`src/shared/pfc_pkg.sv`:
```
// Constants, register map and carrier types of the pause flow-control engine
package pfc_pkg;

	// Register byte offsets
	localparam logic [7:0]  PFC_OFS_CTRL      = 8'h00;
	localparam logic [7:0]  PFC_OFS_PTIME     = 8'h04;
	localparam logic [7:0]  PFC_OFS_REFRESH   = 8'h08;
	localparam logic [7:0]  PFC_OFS_THRESH    = 8'h0C;
	localparam logic [7:0]  PFC_OFS_STA_LO    = 8'h10;
	localparam logic [7:0]  PFC_OFS_STA_HI    = 8'h14;
	localparam logic [7:0]  PFC_OFS_STATUS    = 8'h18;

	// Control and threshold register field positions
	localparam int          PFC_CTRL_RXFC     = 0;
	localparam int          PFC_CTRL_TXFC     = 1;
	localparam int          PFC_CTRL_SMB      = 2;
	localparam int          PFC_THR_LO_POS    = 16;

	// Reset values
	localparam logic [2:0]  PFC_CTRL_RST      = 3'h0;
	localparam logic [15:0] PFC_PTIME_RST     = 16'h0200;
	localparam logic [15:0] PFC_REFRESH_RST   = 16'h0100;
	localparam logic [15:0] PFC_THR_HI_RST    = 16'h0800;
	localparam logic [15:0] PFC_THR_LO_RST    = 16'h0400;
	localparam logic [47:0] PFC_STA_RST       = 48'h0;

	// Frame checks
	localparam logic [47:0] PFC_MC_ADDR       = 48'h0180C2000001;
	localparam logic [15:0] PFC_CTRL_TYPE     = 16'h8808;
	localparam logic [15:0] PFC_PAUSE_OPCODE  = 16'h0001;

	// Byte positions and byte counts inside a received frame
	localparam logic [4:0]  PFC_IDX_DA_END    = 5'h05;
	localparam logic [4:0]  PFC_IDX_TYPE      = 5'h0C;
	localparam logic [4:0]  PFC_IDX_OPCODE    = 5'h0E;
	localparam logic [4:0]  PFC_IDX_TIMER     = 5'h10;
	localparam logic [4:0]  PFC_MIN_BYTES     = 5'h12;
	localparam logic [4:0]  PFC_CNT_MAX       = 5'h1F;

	// One slot time in byte times
	localparam int          PFC_SLOT_BYTES    = 64;

	// One received byte with its frame markers
	typedef struct packed {
		logic       sof;
		logic       eof;
		logic [7:0] data;
	} pfc_beat_t;

	// PAUSE frame to be transmitted
	typedef struct packed {
		logic        xon;
		logic [15:0] timer;
	} pfc_pause_req_t;

endpackage

```
`src/rtl/pfc_pause_timer.sv`:
```
// Pause timer counting in slot times of byte ticks
`timescale 1ns/1ps
module pfc_pause_timer #(
	parameter int W    = 16,
	parameter int SLOT = pfc_pkg::PFC_SLOT_BYTES
) (
	// Clock and reset
	input  wire logic         clk_sys_in,
	input  wire logic         srst_in,
	input  wire logic         clk_en_in,
	// Control
	input  wire logic         byte_tick_in,
	input  wire logic         load_in,
	input  wire logic [W-1:0] load_val_in,
	input  wire logic         clear_in,
	// State
	output logic [W-1:0]      count_out,
	output logic              expire_out,
	output logic              slot_tick_out
);
	import pfc_pkg::*;

	localparam int PW = $clog2(SLOT);
	localparam logic [PW-1:0] PRE_LAST = PW'(SLOT - 1);

	logic [PW-1:0] pre_q, pre_d;
	logic [W-1:0]  cnt_q, cnt_d;
	logic          tick_q, tick_d;
	logic          exp_q, exp_d;

	always_comb begin
		pre_d  = pre_q;
		tick_d = 1'b0;
		if (byte_tick_in) begin
			tick_d = (pre_q == PRE_LAST);
			pre_d  = (pre_q == PRE_LAST) ? '0 : pre_q + 1'b1;
		end
		cnt_d = cnt_q;
		exp_d = 1'b0;
		if (load_in) begin
			cnt_d = load_val_in;
		end else if (clear_in) begin
			cnt_d = '0;
		end else if (tick_q && cnt_q != '0) begin
			cnt_d = cnt_q - 1'b1;
			exp_d = (cnt_q == W'(1));
		end
	end

	always_ff @(posedge clk_sys_in) begin
		if (srst_in) begin
			pre_q  <= '0;
			cnt_q  <= '0;
			tick_q <= 1'b0;
			exp_q  <= 1'b0;
		end else if (clk_en_in) begin
			pre_q  <= pre_d;
			cnt_q  <= cnt_d;
			tick_q <= tick_d;
			exp_q  <= exp_d;
		end
	end

	assign count_out     = cnt_q;
	assign expire_out    = exp_q;
	assign slot_tick_out = tick_q;
endmodule // pfc_pause_timer

```
`src/rtl/pfc_flow_ctrl.sv`:
```
// Pause flow-control engine: receive checks, halt, status and PAUSE requests
// What this block does
// - Candidate only if destination is control multicast or station address.
// - Length/type field must equal 0x8808.
// - Control opcode must equal 0x0001 for a valid PAUSE.
// - Non-zero timer means XOFF; zero means XON, cancelling pause.
// - Timer counts slot times of 64 byte times each.
// - Received pause frames act only while receive flow control enabled.
// - XOFF loads the pause timer from the frame's timer field.
// - XOFF halts transmit now, or after the packet in flight.
// - XOFF sends an in-band status with transmit-halted set.
// - Validated XOFF and XON frames are forwarded to the controller.
// - Transmit resumes on timer expiry or XON, whichever first.
// - XON re-enables transmit and sends status with halted cleared.
// - Outside SMBus mode, controller send-pause command transmits PAUSE with configured pause time.
// - SMBus mode: fill above high threshold transmits XOFF.
// - SMBus mode: fill below low threshold transmits XON.
// - SMBus mode: still above low after refresh interval resends XOFF.
// - Pause time value is a 16-bit configurable register.
// - Pause refresh interval is a 16-bit configurable register.
// - Status messages go out only in a receive inter-packet gap.
`timescale 1ns/1ps
module pfc_flow_ctrl #(
	parameter int FILL_W = 16
) (
	// Clock, reset, enable
	input  wire logic                  clk_sys_in,
	input  wire logic                  srst_in,
	input  wire logic                  clk_en_in,
	// Register port
	input  wire logic [7:0]            reg_addr_in,
	input  wire logic [31:0]           reg_wdata_in,
	input  wire logic                  reg_wr_in,
	input  wire logic                  reg_rd_in,
	output logic [31:0]                reg_rdata_out,
	// Receive stream
	input  wire logic                  rx_valid_in,
	input  wire pfc_pkg::pfc_beat_t    rx_beat_in,
	// Forwarded stream to controller
	output logic                       fwd_valid_out,
	output pfc_pkg::pfc_beat_t         fwd_beat_out,
	output logic                       fwd_pause_out,
	// Transmit path
	input  wire logic                  byte_tick_in,
	input  wire logic                  tx_busy_in,
	output logic                       tx_halt_out,
	// In-band messages
	input  wire logic                  ib_cmd_valid_in,
	input  wire logic                  ib_cmd_xon_in,
	output logic                       ib_stat_valid_out,
	output logic                       ib_stat_txoff_out,
	// PAUSE transmit request
	output logic                       pause_req_valid_out,
	output pfc_pkg::pfc_pause_req_t    pause_req_out,
	input  wire logic                  pause_req_ack_in,
	// FIFO fill levels
	input  wire logic [FILL_W-1:0]     rx_fill_in,
	input  wire logic [FILL_W-1:0]     tx_fill_in
);
	import pfc_pkg::*;

	// Configuration registers
	logic [2:0]  ctrl_q, ctrl_d;
	logic [15:0] ptime_q, ptime_d, refresh_q, refresh_d;
	logic [15:0] thr_hi_q, thr_hi_d, thr_lo_q, thr_lo_d;
	logic [47:0] sta_q, sta_d;
	logic [31:0] rdata_q, rdata_d;

	// Receive parser
	logic [4:0]  bcnt_q, bcnt_d;
	logic        in_pkt_q, in_pkt_d, fend_q, fend_d;
	logic [47:0] da_q, da_d;
	logic [15:0] type_q, type_d, op_q, op_d, tmr_q, tmr_d;
	logic        fwd_v_q;
	pfc_beat_t   fwd_b_q;
	logic        fwd_p_q, fwd_p_d;

	// Transmit halt and status
	logic        halt_q, halt_d;
	logic        pend_q, pend_d, poff_q, poff_d;
	logic        sv_q, sv_d, soff_q, soff_d;

	// PAUSE requests
	logic           req_v_q, req_v_d;
	pfc_pause_req_t req_q, req_d;
	logic           xsent_q, xsent_d;
	logic [15:0]    rcnt_q, rcnt_d;

	// Timer wiring
	logic [15:0] tcnt;
	logic        texp, slot_tick;
	logic        addr_ok, type_ok, op_ok, pause_ok, xoff_w, xon_w;
	logic        gap_w, cmd_ok, resume_w;
	logic [FILL_W:0] fill_sum;

	function automatic logic [15:0] be16(input logic [15:0] v,
	                                     input logic [7:0] b);
		be16 = {v[7:0], b};
	endfunction

	always_comb begin
		addr_ok  = (da_q == PFC_MC_ADDR) || (da_q == sta_q);
		type_ok  = (type_q == PFC_CTRL_TYPE);
		op_ok    = (op_q == PFC_PAUSE_OPCODE);
		pause_ok = fend_q && ctrl_q[PFC_CTRL_RXFC] && addr_ok && type_ok
		           && op_ok && (bcnt_q >= PFC_MIN_BYTES);
		xoff_w   = pause_ok && (tmr_q != '0);
		xon_w    = pause_ok && (tmr_q == '0);
		gap_w    = !in_pkt_q && !rx_valid_in;
		cmd_ok   = ib_cmd_valid_in && gap_w
		           && !ctrl_q[PFC_CTRL_SMB];
		resume_w = xon_w || (texp && !xoff_w);
		fill_sum = {1'b0, rx_fill_in} + {1'b0, tx_fill_in};
	end

	pfc_pause_timer #(
		.W    (16),
		.SLOT (PFC_SLOT_BYTES)
	) u_timer (
		.clk_sys_in    (clk_sys_in),
		.srst_in       (srst_in),
		.clk_en_in     (clk_en_in),
		.byte_tick_in  (byte_tick_in),
		.load_in       (xoff_w),
		.load_val_in   (tmr_q),
		.clear_in      (xon_w),
		.count_out     (tcnt),
		.expire_out    (texp),
		.slot_tick_out (slot_tick)
	);

	// Register port
	always_comb begin
		ctrl_d    = ctrl_q;
		ptime_d   = ptime_q;
		refresh_d = refresh_q;
		thr_hi_d  = thr_hi_q;
		thr_lo_d  = thr_lo_q;
		sta_d     = sta_q;
		rdata_d   = '0;
		if (reg_wr_in) begin
			unique case (reg_addr_in)
				PFC_OFS_CTRL:    ctrl_d    = reg_wdata_in[2:0];
				PFC_OFS_PTIME:   ptime_d   = reg_wdata_in[15:0];
				PFC_OFS_REFRESH: refresh_d = reg_wdata_in[15:0];
				PFC_OFS_THRESH: begin
					thr_hi_d = reg_wdata_in[15:0];
					thr_lo_d = reg_wdata_in[PFC_THR_LO_POS +: 16];
				end
				PFC_OFS_STA_LO:  sta_d[31:0]  = reg_wdata_in;
				PFC_OFS_STA_HI:  sta_d[47:32] = reg_wdata_in[15:0];
				default: ;
			endcase
		end
		if (reg_rd_in) begin
			unique case (reg_addr_in)
				PFC_OFS_CTRL:    rdata_d = {29'h0, ctrl_q};
				PFC_OFS_PTIME:   rdata_d = {16'h0, ptime_q};
				PFC_OFS_REFRESH: rdata_d = {16'h0, refresh_q};
				PFC_OFS_THRESH:  rdata_d = {thr_lo_q, thr_hi_q};
				PFC_OFS_STA_LO:  rdata_d = sta_q[31:0];
				PFC_OFS_STA_HI:  rdata_d = {16'h0, sta_q[47:32]};
				PFC_OFS_STATUS:  rdata_d = {12'h0, xsent_q, req_v_q, pend_q,
				                            halt_q, tcnt};
				default:         rdata_d = '0;
			endcase
		end
	end

	// Receive parser; a frame is judged one cycle after its last byte
	always_comb begin
		logic [4:0] idx;
		idx      = rx_beat_in.sof ? 5'h00 : bcnt_q;
		bcnt_d   = bcnt_q;
		in_pkt_d = in_pkt_q;
		da_d     = da_q;
		type_d   = type_q;
		op_d     = op_q;
		tmr_d    = tmr_q;
		fend_d   = 1'b0;
		fwd_p_d  = pause_ok;
		if (rx_valid_in) begin
			if (idx <= PFC_IDX_DA_END)
				da_d = {(rx_beat_in.sof ? 40'h0 : da_q[39:0]),
				        rx_beat_in.data};
			if (idx[4:1] == PFC_IDX_TYPE[4:1])
				type_d = be16(type_q, rx_beat_in.data);
			if (idx[4:1] == PFC_IDX_OPCODE[4:1])
				op_d = be16(op_q, rx_beat_in.data);
			if (idx[4:1] == PFC_IDX_TIMER[4:1])
				tmr_d = be16(tmr_q, rx_beat_in.data);
			bcnt_d   = (idx == PFC_CNT_MAX) ? idx : idx + 5'h01;
			in_pkt_d = !rx_beat_in.eof;
			fend_d   = rx_beat_in.eof;
		end
	end

	// Halt, resume and status messages
	always_comb begin
		// A packet in flight finishes before the halt takes hold
		if (tcnt != '0 && !resume_w)
			halt_d = halt_q || !tx_busy_in;
		else
			halt_d = 1'b0;
		pend_d = pend_q;
		poff_d = poff_q;
		sv_d   = 1'b0;
		soff_d = soff_q;
		if (pend_q && gap_w) begin
			sv_d   = 1'b1;
			soff_d = poff_q;
			pend_d = 1'b0;
		end
		// A new event stays pending while an older one is sent in the same cycle
		if (xoff_w) begin
			pend_d = 1'b1;
			poff_d = 1'b1;
		end else if (resume_w) begin
			pend_d = 1'b1;
			poff_d = 1'b0;
		end
	end

	// PAUSE requests from in-band commands or FIFO fill
	always_comb begin
		req_v_d = req_v_q && !pause_req_ack_in;
		req_d   = req_q;
		xsent_d = xsent_q;
		rcnt_d  = rcnt_q;
		if (xsent_q && slot_tick && rcnt_q != '1)
			rcnt_d = rcnt_q + 16'h0001;
		if (cmd_ok) begin
			req_v_d = 1'b1;
			req_d   = '{xon: ib_cmd_xon_in,
			            timer: ib_cmd_xon_in ? 16'h0000 : ptime_q};
		end else if (ctrl_q[PFC_CTRL_SMB] && !req_v_d) begin
			// Only one request is held; the FIFO check retries next cycle
			if (!xsent_q && fill_sum > {1'b0, thr_hi_q}) begin
				req_v_d = 1'b1;
				req_d   = '{xon: 1'b0, timer: ptime_q};
				xsent_d = 1'b1;
				rcnt_d  = '0;
			end else if (xsent_q && fill_sum < {1'b0, thr_lo_q}) begin
				req_v_d = 1'b1;
				req_d   = '{xon: 1'b1, timer: 16'h0000};
				xsent_d = 1'b0;
			end else if (xsent_q && rcnt_q >= refresh_q
			             && fill_sum > {1'b0, thr_lo_q}) begin
				req_v_d = 1'b1;
				req_d   = '{xon: 1'b0, timer: ptime_q};
				rcnt_d  = '0;
			end
		end else if (!ctrl_q[PFC_CTRL_SMB]) begin
			xsent_d = 1'b0;
		end
	end

	always_ff @(posedge clk_sys_in) begin
		if (srst_in) begin
			ctrl_q    <= PFC_CTRL_RST;
			ptime_q   <= PFC_PTIME_RST;
			refresh_q <= PFC_REFRESH_RST;
			thr_hi_q  <= PFC_THR_HI_RST;
			thr_lo_q  <= PFC_THR_LO_RST;
			sta_q     <= PFC_STA_RST;
			rdata_q   <= '0;
			bcnt_q    <= '0;
			in_pkt_q  <= 1'b0;
			fend_q    <= 1'b0;
			da_q      <= '0;
			type_q    <= '0;
			op_q      <= '0;
			tmr_q     <= '0;
			fwd_v_q   <= 1'b0;
			fwd_b_q   <= '0;
			fwd_p_q   <= 1'b0;
			halt_q    <= 1'b0;
			pend_q    <= 1'b0;
			poff_q    <= 1'b0;
			sv_q      <= 1'b0;
			soff_q    <= 1'b0;
			req_v_q   <= 1'b0;
			req_q     <= '0;
			xsent_q   <= 1'b0;
			rcnt_q    <= '0;
		end else if (clk_en_in) begin
			ctrl_q    <= ctrl_d;
			ptime_q   <= ptime_d;
			refresh_q <= refresh_d;
			thr_hi_q  <= thr_hi_d;
			thr_lo_q  <= thr_lo_d;
			sta_q     <= sta_d;
			rdata_q   <= rdata_d;
			bcnt_q    <= bcnt_d;
			in_pkt_q  <= in_pkt_d;
			fend_q    <= fend_d;
			da_q      <= da_d;
			type_q    <= type_d;
			op_q      <= op_d;
			tmr_q     <= tmr_d;
			fwd_v_q   <= rx_valid_in;
			fwd_b_q   <= rx_beat_in;
			fwd_p_q   <= fwd_p_d;
			halt_q    <= halt_d;
			pend_q    <= pend_d;
			poff_q    <= poff_d;
			sv_q      <= sv_d;
			soff_q    <= soff_d;
			req_v_q   <= req_v_d;
			req_q     <= req_d;
			xsent_q   <= xsent_d;
			rcnt_q    <= rcnt_d;
		end
	end

	assign reg_rdata_out       = rdata_q;
	assign fwd_valid_out       = fwd_v_q;
	assign fwd_beat_out        = fwd_b_q;
	assign fwd_pause_out       = fwd_p_q;
	assign tx_halt_out         = halt_q;
	assign ib_stat_valid_out   = sv_q;
	assign ib_stat_txoff_out   = soff_q;
	assign pause_req_valid_out = req_v_q;
	assign pause_req_out       = req_q;
endmodule // pfc_flow_ctrl

```
`config.mk`:
```
export PLATFORM = sky130hd
export DESIGN_NAME = pfc_flow_ctrl
export DESIGN_NICKNAME = d
export VERILOG_FILES = /design/src/shared/pfc_pkg.sv /design/src/rtl/pfc_pause_timer.sv /design/src/rtl/pfc_flow_ctrl.sv
export SDC_FILE = /design/constraint.sdc
export NUM_CORES = 1
export LEC_CHECK = 0
export BUFFER_PORTS_ARGS = -buffer_cell sky130_fd_sc_hd__buf_2
export CAP_MARGIN = 20
export CORE_MARGIN = 5
export CORE_UTILIZATION = 45
export CTS_BUF_LIST = sky130_fd_sc_hd__clkbuf_16
export DETAILED_ROUTE_END_ITERATION = 8
export PLACE_DENSITY_LB_ADDON = 0.3
export SETUP_SLACK_MARGIN = 0.05
export SLEW_MARGIN = 10
export SYNTH_ARGS = -nofsm -noshare
export SYNTH_HDL_FRONTEND = slang
export SYNTH_SLANG_ARGS = --single-unit
```
`constraint.sdc`:
```
create_clock -name clk_sys_in -period 6.5 [get_ports clk_sys_in]
set_clock_uncertainty 0.1 [all_clocks]
set_input_delay 0.325 -clock clk_sys_in [delete_from_list [all_inputs] [get_ports clk_sys_in]]
set_output_delay 0.325 -clock clk_sys_in [all_outputs]
set_load 0.03 [all_outputs]
```
==> key figures, run 1 <==
Logic synthesis
  – Yosys warns: 0
  – Syn Inst Count: 1984
  – Area contributors post-synth: dfxtp_1 (41%), a21oi_1 (8.0%), nand2_1 (7.9%)
  – Yosys top cell area share: 0.406
  – Cell area after synthesis: 16100 um2
  – Seq/Total Area, Yosys: 0.406
  – Avg Inst Size Synth: 8.10 um2
  – FFs w/ async S/R, synth: 0
  – Most numerous cell in the Yosys netlist: nand2_1
  – #FFs+latches synth: 326
  – Post-synth top area cell: dfxtp_1
  – Syn nets: 2148
  – Synth top cells by count: nand2_1 (338), dfxtp_1 (326), a21oi_1 (258), nor2_1 (191), clkbuf_1 (112)
  – Main synth FF type: dfxtp_1
  – Synth cell types: 69
  – Post-synth EDFFs: 0

Placed design
  – Placed Area: 17100 um2
  – Port bufs: 157
  – Estimated wirelength of the detail-placed design: 34200 um
  – Placer congestion estimate: 0.896

STA
  – Final slew viol count: 0
  – RSZ-0062 raised after global routing: no
  – Min Tclk post-route: 4.50 ns
  – Fmax: 222 MHz
  – Crit share post-route: 0.693
  – Worst rel slew slack: 0.267
  – Endpoints failing setup: 0
  – Setup_tns: 0 ns
  – Worst-Margin Slew: 1.10 ns
  – Endpoints failing hold: 0

Die
  – Initial Utilization: 0.454
  – Die width: 199 um
  – Io pins: 158
  – Die area: 39600 um2
  – Cell Rows: 69
  – Core box area: 35400 um2
  – Die outline height: 199 um

Pwr
  – PwrDens: 238 nW/um2
  – Static Leakage: 0.00743 uW
  – Worst vdd ir: 0.253 mV

Finish
  – P&R area growth vs syn: 15.1%
  – Net count, final: 2256
  – Fin area: 18500 um2
  – Share of cells above drive strength 1: 0.126
  – Fill cell count: 3341

Clock tree
  – CTS max path bufs: 3
  – H-tree depth: 2
  – Cts bufs inserted: 37
  – Clk_lat worst skew: 0.53 ns
  – CTS sink count: 326
  – Clock Pin Slew Worst Setup and Hold Paths: 0.06 ns
  – Post-CTS Resized: 0
  – Root Driver: clkbuf_16
  – CTS tree: built

Global routing
  – Antenna violations before repair: 4
  – Vias in the first global route: 13.5k
  – Grt ovf: 0
  – First-pass GRT wire length: 74100 um
  – Total global routing track utilization: 0.231
  – Largest net degree at the start of global routing: 211

Outcome
  – Status: completed

Worst hold path
  – Worst hold path type: input pin to register

Route
  – Wire per inst: 18.6 um
  – Vias: 14.6k
  – Vias per cell: 5.67
  – Pre-antenna DRT Iters: 6
  – DRT Wirelength: 48000 um
  – DRC: 0
  – Starting DRT DRC Count: 1371
  – DRT antenna net count: 0

Setup path
  – Endpoint class of the critical path: register
  – CP Max Fanout: 18
  – Crit Path Category: input pin to register
  – CP Launch Type: input pin
  – CP arrival: 4.81 ns
  – Critical path data required time: 6.81 ns

Run
  – Maxcap violations: 0
[repair_timing]
item | in CTS | in global routing
buffers inserted | 0 | 0
endpoints found under the hold margin | 37 | 0
hold buffers | 20 | 0
[kinds of logic after synthesis]
logic type / count (synthesis) / synth area share
adders and majority gates: 71 / 0.0557
DFF: 326 / 0.406
and+or+nand+nor: 799 / 0.233
xor gates and xnor gates: 81 / 0.0441
buffers and inverters: 193 / 0.0465
muxes: 94 / 0.0605
AOI/OAI and AO/OA: 420 / 0.154
[stage by stage]
step,power [uW],setup slack [ns],hold slack [ns],util,instances
6_report,4400,2.00,0.0124,0.523,2584
5_1_grt,4550,1.75,0.0117,0.523,2584
4_1_cts,4430,2.04,0.00451,0.522,2580
3_5_place_dp,2430,1.52,0.357,0.484,2493
3_3_place_gp,2430,1.75,0.353,0.484,2493
2_1_floorplan,2310,2.33,0.336,-,1984
[registers in the layout, indices dropped and copies added, names as in the netlist, 3 cells and up]
name and flops:
ctrl_q 3, u_timer.pre_q 6, rcnt_q 16, da_q 48, type_q 16, pause_req_out 17, u_timer.count_out 16, op_q 16
sta_q 48, thr_lo_q 16, thr_hi_q 16, ptime_q 16, tmr_q 16, bcnt_q 5, reg_rdata_out 32, refresh_q 16
fwd_beat_out 10
[layout by cell type, fill, tap and decap left out, types with 4 or more instances in the layout]
| master | instances |
|---|---|
| a211oi_1 | 11 |
| a21o_1 | 7 |
| a21oi_1 | 258 |
| a221oi_1 | 4 |
| a22oi_1 | 52 |
| a31oi_1 | 17 |
| and3_1 | 14 |
| and4_1 | 6 |
| buf_2 | 156 |
| buf_4 | 16 |
| clkbuf_16 | 39 |
| clkinv_1 | 8 |
| clkinv_2 | 8 |
| dfxtp_1 | 326 |
| dlygate4sd3_1 | 20 |
| ha_1 | 70 |
| inv_1 | 74 |
| mux2_2 | 26 |
| mux2i_1 | 68 |
| nand2_1 | 338 |
| nand2b_1 | 27 |
| nand3_1 | 34 |
| nand3b_1 | 21 |
| nand4_1 | 20 |
| nor2_1 | 191 |
| nor2b_1 | 6 |
| nor3_1 | 37 |
| nor3b_1 | 43 |
| nor4_1 | 31 |
| nor4b_1 | 9 |
| o211ai_1 | 6 |
| o21a_1 | 7 |
| o21ai_0 | 22 |
| o21bai_1 | 4 |
| xnor2_1 | 19 |
| xor2_1 | 62 |
[final timing paths]
path | startpoint | endpoint | slack [ns] | depth (start not counted)
max | rx_fill_in[0] | pause_req_out[16] | 2.00 | 21
min | rx_beat_in[7] | da_q[7] | 0.01 | 3
max reg2reg | thr_hi_q[14] | pause_req_out[16] | 3.17 | 10
min reg2reg | ib_stat_valid_out | ib_stat_valid_out | 0.36 | 2
[worst max-delay path: stages]
cell and delay, ns:
buf_2 0.08, ha_1 0.17, inv_1 0.06, fa_1 0.39, nand2b_1 0.19, a21oi_1 0.27, o2111ai_1 0.21, nand2_1 0.11
o21a_1 0.10, o21ai_0 0.07, nand2b_1 0.10, xor2_1 0.09, ha_1 0.30, nand4_1 0.10, or4_1 0.54, mux2i_1 0.17
nor3_1 0.07, a21boi_0 0.14, o21ai_0 0.29, o221a_2 0.63, mux2_2 0.39
[report_power, final]
group	total, uW	switching, uW	internal [uW]
clock network	1990	826	1170
registers	2020	9.89	2010
logic	388	242	146
total	4400	1080	3320
[cell type report]
cell class | count | area (um2) | share of cell area
well taps | 461 | 577 | 0.0312
flip-flops and latches | 326 | 6530 | 0.353
clock buffers | 39 | 976 | 0.0528
inverters | 68 | 255 | 0.0138
clock inverters | 28 | 190 | 0.0103
repair buffers | 194 | 1140 | 0.0614
diodes | 3 | 7.51 | 0.000406
multi-input cells | 1465 | 8830 | 0.477
[per-layer routing]
metal  part of all wire  global-route usage  up-vias
li1                   -                   -     7123
met1               0.44               0.321     6947
met2               0.46               0.376      480
met3              0.071              0.0330       89
met4              0.031              0.0697        2
met5            0.00025                   0        -
Power figures use the tool's default switching activity.
==> run 2: changes to the inputs <==
==> constraint.sdc (replaced) <==
create_clock -name clk_sys_in -period 4.7 [get_ports clk_sys_in]
set_clock_uncertainty 0.1 [all_clocks]
set_input_delay 0.235 -clock clk_sys_in [delete_from_list [all_inputs] [get_ports clk_sys_in]]
set_output_delay 0.235 -clock clk_sys_in [all_outputs]
set_load 0.03 [all_outputs]
==> run 2 against run 1 <==
Net effect: worst hold slack worse by 0.0012 ns; combinational power increased by 45%; final cell count up 0.93%; critical endpoint is now pause_req_out[4]; utilization up 0.80 points; sequential share of layout area shrank 0.53 points; routed wire length up 1.8%.
==> key figures, run 2 (synthesized netlist as in run 1, its figures left out) <==
Route
  – Vias per cell: 5.65
  – Starting DRT DRC Count: 1533
  – Vias: 14.7k
  – DRC: 0
  – DRT Wirelength: 48800 um
  – Pre-antenna DRT Iters: 6
  – DRT antenna net count: 0
  – Wire per inst: 18.7 um

Global routing
  – Met3 Resource Use GR: 0.0305
  – Met1 GRT Util: 0.329
  – Antenna violations before repair: 1
  – Total global routing track utilization: 0.238
  – First-pass GRT wire length: 75900 um
  – Largest net degree at the start of global routing: 164
  – Busiest grt layer: met2
  – Vias in the first global route: 14.0k
  – Grt met2 use: 0.389
  – Grt ovf: 0

Pwr
  – Static Leakage: 0.00753 uW
  – PwrDens: 326 nW/um2
  – Worst vdd ir: 0.247 mV
  – Total power: 6130 uW

Setup path
  – Crit-path slowest cell: nor4_1
  – Critical path data required time: 5.03 ns
  – Endpoint class of the critical path: register
  – Critical path launch point: rx_fill_in[0]
  – Max incr delay on CP: 0.48 ns
  – CP Max Fanout: 13
  – RR Startpoint: thr_hi_q[14]
  – Cell breakdown of the critical path: buf_2 > ha_1 > inv_1 > fa_1 > nand2b_1 > a21oi_1 > o2111ai_1 > nand2_1 > o21a_1 > o21ai_0 > nand2b_1 > xor2_1 > ha_1 > o21a_1 > o21ai_0 > nor3_1 > nor4_1 > and4_1 > a21oi_1 > o221a_2 > buf_12 > mux2i_1
  – Crit Path Category: input pin to register
  – CP Launch Type: input pin
  – R2R Setup Slk: 1.68 ns
  – CP arrival: 4.49 ns

Finish
  – Footprint of the multi-input gates: 8830 um2
  – Most common cell after layout, fill and taps aside: nand2_1
  – Most frequent cells in the layout: nand2_1 (338), dfxtp_1 (326), a21oi_1 (258)
  – Net count, final: 2285
  – Share of cells above drive strength 1: 0.127
  – Sequential Area: 6530 um2
  – Fill cell count: 3323
  – P&R area growth vs syn: 16.8%

STA
  – Worst rel slew slack: 0.330
  – Endpoints failing setup: 0
  – Final worst slack: 0.541 ns
  – RSZ-0062 raised after global routing: no
  – Crit share post-route: 0.885
  – Min Tclk post-route: 4.16 ns
  – Worst-Margin Slew: 0.989 ns
  – Fmax: 240 MHz
  – Final slew viol count: 0
  – Setup_tns: 0 ns
  – Endpoints failing hold: 0

Clock tree
  – Clock Pin Slew Worst Setup and Hold Paths: 0.06 ns
  – Post-CTS setup buffer count: 0
  – CTS max path bufs: 3
  – H-tree depth: 2
  – Post-CTS Hold Buffers: 43
  – Post-CTS Resized: 0
  – CTS sink count: 326
  – Clk_lat worst skew: 0.54 ns
  – Root Driver: clkbuf_16
  – CTS tree: built
  – Cts bufs inserted: 37

Die
  – Core box area: 35400 um2
  – Die width: 199 um
  – Cell Rows: 69
  – Io pins: 158
  – Initial Utilization: 0.454
  – Die outline height: 199 um
  – Die area: 39600 um2

Outcome
  – Status: completed

Placed design
  – Placer congestion estimate: 0.892
  – Port bufs: 157
  – Estimated wirelength of the detail-placed design: 34900 um
  – Setup slack at placement: 0.0693 ns

Worst hold path
  – Worst hold path type: input pin to register
  – Worst hold start: pause_req_ack_in

Run
  – Maxcap violations: 0
-- run 2: cell types whose count changed in the layout (fill, tap and decap cells not counted), moves of 2 or more --
cell / change
buf_12: +2
clkinvlp_4: +2
dlygate4sd3_1: +23
clkinv_2: -2
inv_1: -5
clkinv_1: +3
clkbuf_16: -2
buf_4: +4
diode_2: -2
-- run 2: metal layers --
layer | vias to the layer above | wire, um
met5 | - | 0
met4 | 0 | 1510
met3 | 87 | 3150
met2 | 511 | 22600
met1 | 6979 | 21600
li1 | 7163 | -
-- run 2: final cells by class --
class / instances / area share
multi-input cells: 1465 / 0.470
flip-flops and latches: 326 / 0.347
repair buffers: 223 / 0.0765
clock buffers: 37 / 0.0493
well taps: 461 / 0.0307
inverters: 68 / 0.0136
clock inverters: 27 / 0.0121
diodes: 1 / 0.000133
-- run 2: worst max-delay path, delay by kind of cell --
family                   cells  cell delay, ns
AO/OA/AOI/OAI                8            1.42
XOR/XNOR                     1            0.25
adder cells (fa/ha/maj)      3            0.86
buffers and inverters        3            0.33
multiplexers                 1            0.12
AND/OR/NAND/NOR              6            1.28
-- run 2: per-stage QoR --
step	cell area, um2	hold slack, ns	instances	util
finish	18800	0.0113	2608	0.531
global route	18800	0.00746	2608	0.531
CTS	18800	0.00240	2607	0.531
detailed placement	17200	0.352	2500	0.486
global placement	17200	0.353	2499	0.486
floorplan	16100	0.256	1984	-
-- run 2: report_power, final --
group          leakage (uW)  internal [uW]  switching (uW)
logic               0.00433            221             342
clock network      0.000571           1610            1170
registers           0.00263           2780            13.7
total               0.00753           4610            1530
-- run 2: final timing paths --
| kind | endpoint | cells past startpoint |
|---|---|---|
| worst max-delay path | pause_req_out[4] | 22 |
| worst min-delay path | pause_req_valid_out | 4 |
| worst max register to register | pause_req_out[16] | 10 |
| worst min register to register | fwd_valid_out | 2 |
